[src/hw/gpm_consts.svh]
// register indexes, field codes and reset values of the seven-pin port
// Contract
// - output gpio pin drives its data bit
// - output pins read back written data
// - input pins read back sampled level
// - direction 0 output, 1 input; reset output
// - output drive: hiz, pch od, nch od, cmos
// - input mode selects hiz, pull-down or pull-up
// - input codes 00 hiz, 01 down, 10 up, 11 hiz
// - drive configuration resets to 00 everywhere
// - function 00 is gpio, reset value
// - pin 6 code 01 gives low-speed clock
// - pin 5 code 10 gives pwm five
// - pin 4 code 10 gives pwm four
// - pins 0 to 3 allow code 00 only
// - prohibited output: hiz/pch hiz, nch/cmos low
// - drive config bytes pair as 16-bit word
// - function select bytes pair as 16-bit word
// - pin 0 level feeds pwm event input
`ifndef GPM_CONSTS_SVH
`define GPM_CONSTS_SVH
`define GPM_PINS         7
`define GPM_ADR_W        18
`define GPM_IDX_DATA     16'hf218
`define GPM_IDX_DIR      16'hf219
`define GPM_IDX_CFG_LO   16'hf21a
`define GPM_IDX_CFG_HI   16'hf21b
`define GPM_IDX_FSEL_LO  16'hf21c
`define GPM_IDX_FSEL_HI  16'hf21d
`define GPM_RST_BYTE     8'h00
`define GPM_FS_GPIO      2'b00
`define GPM_FS_LOW_SPEED_CLOCK     2'b01
`define GPM_FS_PWM       2'b10
`define GPM_CFG_HIZ      2'b00
`define GPM_CFG_POD      2'b01
`define GPM_CFG_NOD      2'b10
`define GPM_CFG_CMOS     2'b11
`define GPM_IN_PD        2'b01
`define GPM_IN_PU        2'b10
`define GPM_PIN_EVT      0
`define GPM_PIN_PWM_CHANNEL_FOUR     4
`define GPM_PIN_PWM_CHANNEL_FIVE     5
`define GPM_PIN_LOW_SPEED_CLOCK    6
`endif

[src/hw/gpm_pkg.sv]
// state type of the seven-pin port
`include "gpm_consts.svh"
package gpm_pkg;
    typedef struct packed {
        logic [`GPM_PINS-1:0] data;
        logic [`GPM_PINS-1:0] dir;
        logic [7:0]           cfg_lo;
        logic [7:0]           cfg_hi;
        logic [7:0]           fsel_lo;
        logic [7:0]           fsel_hi;
        logic [`GPM_PINS-1:0] sync1;
        logic [`GPM_PINS-1:0] sync2;
        logic                 ack;
        logic [31:0]          rdata;
        logic [`GPM_PINS-1:0] pin;
        logic [`GPM_PINS-1:0] oe;
        logic [`GPM_PINS-1:0] pu;
        logic [`GPM_PINS-1:0] pd;
        logic                 evt;
    } gpm_state_t;
endpackage

[src/hw/gpm_port.sv]
// seven-pin gpio port with function mux and wishbone register slave
//
// Register access over Wishbone was chosen for this implementation.
`timescale 1ns/1ns
`default_nettype none
`include "gpm_consts.svh"
module gpm_port
    import gpm_pkg::*;
(
    input  wire logic                  clk_i,
    input  wire logic                  rst_i,
    input  wire logic                  cyc_i,
    input  wire logic                  stb_i,
    input  wire logic                  we_i,
    input  wire logic [`GPM_ADR_W-1:0] adr_i,
    input  wire logic [3:0]            sel_i,
    input  wire logic [31:0]           dat_i,
    output logic      [31:0]           dat_o,
    output logic                       ack_o,
    input  wire logic [`GPM_PINS-1:0]  pin_i,
    output logic      [`GPM_PINS-1:0]  pin_o,
    output logic      [`GPM_PINS-1:0]  pin_oe_o,
    output logic      [`GPM_PINS-1:0]  pull_up_o,
    output logic      [`GPM_PINS-1:0]  pull_down_o,
    input  wire logic                  low_speed_clock_i,
    input  wire logic                  pwm_channel_four_i,
    input  wire logic                  pwm_channel_five_i,
    output logic                       pwm_external_event_input_o
);
    gpm_state_t st;
    gpm_state_t next_st;
    logic [1:0] fs;
    logic [1:0] cf;
    logic       src_ok;
    logic       src_v;
    logic       req;
    logic [15:0] idx;

    assign req = cyc_i && stb_i && !st.ack;
    assign idx = adr_i[`GPM_ADR_W-1:2];

    always_comb
    begin
        next_st = st;
        fs = 2'b00;
        cf = 2'b00;
        src_ok = 1'b0;
        src_v = 1'b0;
        // two-stage sync; only the second stage is read by logic
        next_st.sync1 = pin_i;
        next_st.sync2 = st.sync1;
        next_st.evt = st.sync2[`GPM_PIN_EVT];
        next_st.ack = 1'b0;
        if (req)
        begin
            // unmapped offsets still ack with zero data so the bus never hangs
            next_st.ack = 1'b1;
            next_st.rdata = 32'h0000_0000;
            case (idx)
                `GPM_IDX_DATA:
                begin
                    // input pins show the pin, output pins the latch
                    next_st.rdata[`GPM_PINS-1:0] = (st.data & ~st.dir) | (st.sync2 & st.dir);
                    if (we_i && sel_i[0])
                        next_st.data = dat_i[`GPM_PINS-1:0];
                end
                `GPM_IDX_DIR:
                begin
                    next_st.rdata[`GPM_PINS-1:0] = st.dir;
                    if (we_i && sel_i[0])
                        next_st.dir = dat_i[`GPM_PINS-1:0];
                end
                `GPM_IDX_CFG_LO:
                begin
                    next_st.rdata[15:0] = {st.cfg_hi, st.cfg_lo};
                    if (we_i && sel_i[0])
                        next_st.cfg_lo = dat_i[7:0];
                    if (we_i && sel_i[1])
                        next_st.cfg_hi = dat_i[15:8];
                end
                `GPM_IDX_CFG_HI:
                begin
                    next_st.rdata[7:0] = st.cfg_hi;
                    if (we_i && sel_i[0])
                        next_st.cfg_hi = dat_i[7:0];
                end
                `GPM_IDX_FSEL_LO:
                begin
                    next_st.rdata[15:0] = {st.fsel_hi, st.fsel_lo};
                    if (we_i && sel_i[0])
                        next_st.fsel_lo = dat_i[7:0];
                    if (we_i && sel_i[1])
                        next_st.fsel_hi = dat_i[15:8];
                end
                `GPM_IDX_FSEL_HI:
                begin
                    next_st.rdata[7:0] = st.fsel_hi;
                    if (we_i && sel_i[0])
                        next_st.fsel_hi = dat_i[7:0];
                end
                default:
                    next_st.rdata = 32'h0000_0000;
            endcase
        end
        // pin drivers are computed from the registered state, so a write
        // reaches the pin one cycle after the register takes it
        for (int i = 0; i < `GPM_PINS; i++)
        begin
            fs = {st.fsel_hi[i], st.fsel_lo[i]};
            cf = {st.cfg_hi[i], st.cfg_lo[i]};
            src_ok = 1'b0;
            src_v = 1'b0;
            if (fs == `GPM_FS_GPIO)
            begin
                src_ok = 1'b1;
                src_v = st.data[i];
            end
            else if (i == `GPM_PIN_LOW_SPEED_CLOCK && fs == `GPM_FS_LOW_SPEED_CLOCK)
            begin
                src_ok = 1'b1;
                src_v = low_speed_clock_i;
            end
            else if (i == `GPM_PIN_PWM_CHANNEL_FIVE && fs == `GPM_FS_PWM)
            begin
                src_ok = 1'b1;
                src_v = pwm_channel_five_i;
            end
            else if (i == `GPM_PIN_PWM_CHANNEL_FOUR && fs == `GPM_FS_PWM)
            begin
                src_ok = 1'b1;
                src_v = pwm_channel_four_i;
            end
            // every other code, including all non-zero codes on pins 0..3
            next_st.pin[i] = 1'b0;
            next_st.oe[i] = 1'b0;
            next_st.pu[i] = 1'b0;
            next_st.pd[i] = 1'b0;
            if (st.dir[i])
            begin
                // input: never driven, codes 00 and 11 are plain hiz
                next_st.pd[i] = (cf == `GPM_IN_PD);
                next_st.pu[i] = (cf == `GPM_IN_PU);
            end
            else if (!src_ok)
            begin
                next_st.oe[i] = cf[1];
            end
            else
            begin
                case (cf)
                    `GPM_CFG_POD:
                    begin
                        next_st.oe[i] = src_v;
                        next_st.pin[i] = 1'b1;
                    end
                    `GPM_CFG_NOD:
                        next_st.oe[i] = !src_v;
                    `GPM_CFG_CMOS:
                    begin
                        next_st.oe[i] = 1'b1;
                        next_st.pin[i] = src_v;
                    end
                    default:
                        next_st.oe[i] = 1'b0;
                endcase
            end
        end
    end

    always_ff @(posedge clk_i)
    begin
        if (rst_i)
        begin
            st <= '0;
            st.data <= `GPM_PINS'(`GPM_RST_BYTE);
            st.dir <= `GPM_PINS'(`GPM_RST_BYTE);
            st.cfg_lo <= `GPM_RST_BYTE;
            st.cfg_hi <= `GPM_RST_BYTE;
            st.fsel_lo <= `GPM_RST_BYTE;
            st.fsel_hi <= `GPM_RST_BYTE;
        end
        else
            st <= next_st;
    end

    assign dat_o = st.rdata;
    assign ack_o = st.ack;
    assign pin_o = st.pin;
    assign pin_oe_o = st.oe;
    assign pull_up_o = st.pu;
    assign pull_down_o = st.pd;
    assign pwm_external_event_input_o = st.evt;
endmodule
`default_nettype wire

[config.mk]
export PLATFORM = sky130hd
export DESIGN_NAME = gpm_port
export DESIGN_NICKNAME = d
export VERILOG_FILES = /design/src/hw/gpm_pkg.sv /design/src/hw/gpm_port.sv
export VERILOG_INCLUDE_DIRS = /design/src /design/src/hw
export SDC_FILE = /design/constraint.sdc
export NUM_CORES = 1
export LEC_CHECK = 0
export BUFFER_PORTS_ARGS = -buffer_cell sky130_fd_sc_hd__buf_2
export CORE_MARGIN = 2
export CORE_UTILIZATION = 53
export DETAILED_ROUTE_END_ITERATION = 7
export GPL_TIMING_DRIVEN = 0
export PLACE_DENSITY = 0.86
export SLEW_MARGIN = 5
export SYNTH_ARGS = -nofsm -noshare
export SYNTH_HDL_FRONTEND = slang
export SYNTH_SLANG_ARGS = --single-unit
export TNS_END_PERCENT = 50
[constraint.sdc]
create_clock -name clk_i -period 2.1 [get_ports clk_i]
set_clock_uncertainty 0.1 [all_clocks]
set_input_delay 0.21 -clock clk_i [delete_from_list [all_inputs] [get_ports clk_i]]
set_output_delay 0.21 -clock clk_i [all_outputs]
set_load 0.05 [all_outputs]
==> summary.md <==
| Metric | Value |
|---|---|
| Worst path top cell family by delay | simple AND/OR/NAND/NOR gates |
| GR met1 Demand/Resource | approximately a third |
| Synth warn | 0 |
| Sequential-to-total area share from yosys stat | 43.1% |
| Area leader, netlist | dfxtp_1 |
| Inserted Diodes | 0 |
| Nets@finish | 706 |
| CTS Buffer Depth | 2 |
| Count of non-filler cells in the finished layout | 753 |
| Core Region | 9110 um2 |
| Synth async-reset ratio | 0% |
| Max Cap Viol | 0 |
| TritonCTS Sinks | approximately 110 |
| Worst slew margin relative to its limit | 49.3% |
| Later-pin clock latency in the skew report | 370 ps |
| Dominant cells by area after synthesis | dfxtp_1, mux2i_1, buf_4 |
| Worst slew pin tran | 760 ps |
| Final WS setup | 85.5 ps |
| Initial antenna violation count | 0 |
| Initial DRC count | 333 |
| CP most frequent cell | buf_6 |
| Min cycle time layout | ~2000 ps |
| WL per Instance | 17.6 um |
| First-pass GRT wire length | 20300 um |
| Post-route ant nets | 0 |
| Vias/cell | 5.66 |
| CP max stage delay | approximately 520 ps |
| Post-route core utilization | 65.1% |
| Top cell type's share of synthesized area | 43.1% |
| Core Rows | 35 |
| Leakage | 2.65 nW |
| Clk slew on worst S/H paths | ~100 ps |
| CTS tree | built |
| Worst setup startpoint | ack_o |
| IO Pins | 131 |
| Status | completed |
| Routing usage on met2 | 42.3% |
| Main synth FF type | dfxtp_1 |
| Arrival @ worst endpoint | 2160 ps |
| FF-to-FF setup slack | approximately 86 ps |
| HPWL after detailed placement | roughly 9300 um |
| GR peak layer | met2 |
| Worst hold start | dat_i[7] |
| Final hold violation count | 0 |
| DRC | 0 |
| Mapped Area | between 4000 and 5000 um2 |
| P per Cell Area | about 640 nW/um2 |
| Total CTS buffers | 9 |
| Met3 Use GR | 5.01% |
| Min-delay worst type | in2reg |
| TNS Setup | 0 ps |
| Die W | around 100 um |
| Setup CP Type | reg2reg |
| Initial Utilization | 54.0% |
| Ratio of cells with drive above 1 in the final layout | 31.2% |
| Worst VDD drop | 391 uV |
| RSZ-0062 raised after global routing | no |
| Vias in the first global route | 3958 |
| Startpoint Class | register |
| Placed cells | 724 |
| # port buffers | 94 |
| Crit path cell chain | and3b_1 > buf_6 > nand3_2 > or4_1 > buf_6 > mux2i_1 > nor2_1 |
| Crit path required time | 2250 ps |
| Crit-path slowest cell | or4_1 |
| Largest net degree at the start of global routing | 17 |
| Mean post-synth cell area | 9.76 um2 |
| GRT Util Overall | 26.6% |
| DR vias | approximately 4300 |
| Synthesis-stage register bit count | 106 |
| Fin crit share | 95.9% |
| Post-synth EDFFs | 0 |
| Die height | 100 um |
| Total power | 3.82 mW |
| Setup Viol. Count Final | 0 |
| CP max FO | 9 |
| GRT overflow | 0 |
| Worst flop-to-flop path startpoint | ack_o |
| Post-synthesis cell count | 504 |
| Cell variety after synth | 45 |
| Setup WS pre-CTS | -453 ps |
| Root Buffer | clkbuf_8 |
| TritonRoute pass-1 iters | 5 |
| Die ar. | roughly 10000 um2 |
| Area grow syn2layout | 20.6% |
| H-tree depth | 3 |
| Fmax | 496 MHz |
| Final Slew Violations | 0 |
| Total Wirelength | 13300 um |
| Crit path buf inv count | 2 |
| Placer Congestion | approximately 0.95 |
| CP Capture Type | register |
| Filler Cell Count | 749 |
## logic make-up after synthesis
logic type	synth area share, %
simple gates	19.8
other cells	0.0762
compound gates	10.6
flops	43.1
buf+inv	13.2
mux	13.2
## registers in the layout, summed over array words and instances, names as in the netlist
signal / flops
st: 48
dat_o: 16
next_st: 8
pwm_external_event_input_o: 1
fs: 2
cf: 2
pin_oe_o: 7
pull_down_o: 7
pin_o: 7
pull_up_o: 7
ack_o: 1
## metal layers
layer	up-vias	share of wire (%)
li1	1976	-
met1	2011	40
met2	236	47
met3	41	9.3
met4	0	3.8
met5	-	0
## power by group
part / internal, mW / total [mW] / switching [mW]
registers: 2.04 / 2.05 / 0.0144
clock network: 0.623 / 1.31 / 0.686
logic: 0.152 / 0.453 / 0.301
total: 2.81 / 3.82 / 1.00
## cell usage after synthesis, drive strengths merged, types with 2 or more instances
library cell	count
a2111oi	5
a211oi	12
a21oi	10
a221oi	19
a311oi	4
buf	71
clkbuf	13
dfxtp	106
inv	13
mux2i	65
nand2	15
nand2b	12
nand3b	2
nand4	3
nor2	66
nor2b	16
nor3	20
nor3b	6
nor4	2
nor4bb	12
o21ai	8
o22a	2
o31a	2
o31ai	2
o32a	2
or2	2
or3	2
or4	2
## cell type report
class	count	area, um2	share of cell area (%)
Buffer	85	599	10.1
Tap cell	111	139	2.34
Timing Repair Buffer	107	598	10.1
Clock inverter	3	47.5	0.801
Sequential cell	106	2120	35.8
Clock buffer	13	159	2.68
Multi-Input combinational cell	315	2220	37.4
Inverter	13	48.8	0.822
## worst register-to-register path, cell delays in order (launching register included)
cell and delay, ps:
dfxtp_2 330, and3b_1 210, buf_6 150, nand3_2 160, or4_1 520, buf_6 180
mux2i_1 190, nor2_1 50
## cells in the final DEF (no fill, tap or decap), types with 11 or more instances in the layout
cell type	n
mux2i_1	65
nor2b_1	16
a221oi_1	19
buf_4	65
nand2_1	15
nor2_1	65
clkbuf_1	15
inv_1	13
nor3_1	17
dfxtp_1	105
nand2b_1	12
nor4bb_1	12
conb_1	16
buf_2	98
clkbuf_8	11
## what timing repair did
action                                  CTS  global route
hold buffers                              7             0
buffers inserted                          2             4
pin swaps                                 1             2
endpoints found under the setup margin   16            27
hold endpoints to repair                  7             0
resized for setup                         1             2
## path summary, 6_finish.rpt
path / endpoint / cells after the start
max reg2reg: st[114] / 7
min: st[91] / 3
min reg2reg: st[65] / 1
max: st[114] / 7
## through the flow
step           hold slack (ps)  area (um2)
2_1_floorplan              238        4980
3_3_place_gp               318        5590
3_5_place_dp               322        5590
4_1_cts                   32.3        5880
5_1_grt                   59.0        5930
6_report                  34.5        5930
Note: power is estimated with default switching activity, not from simulation.
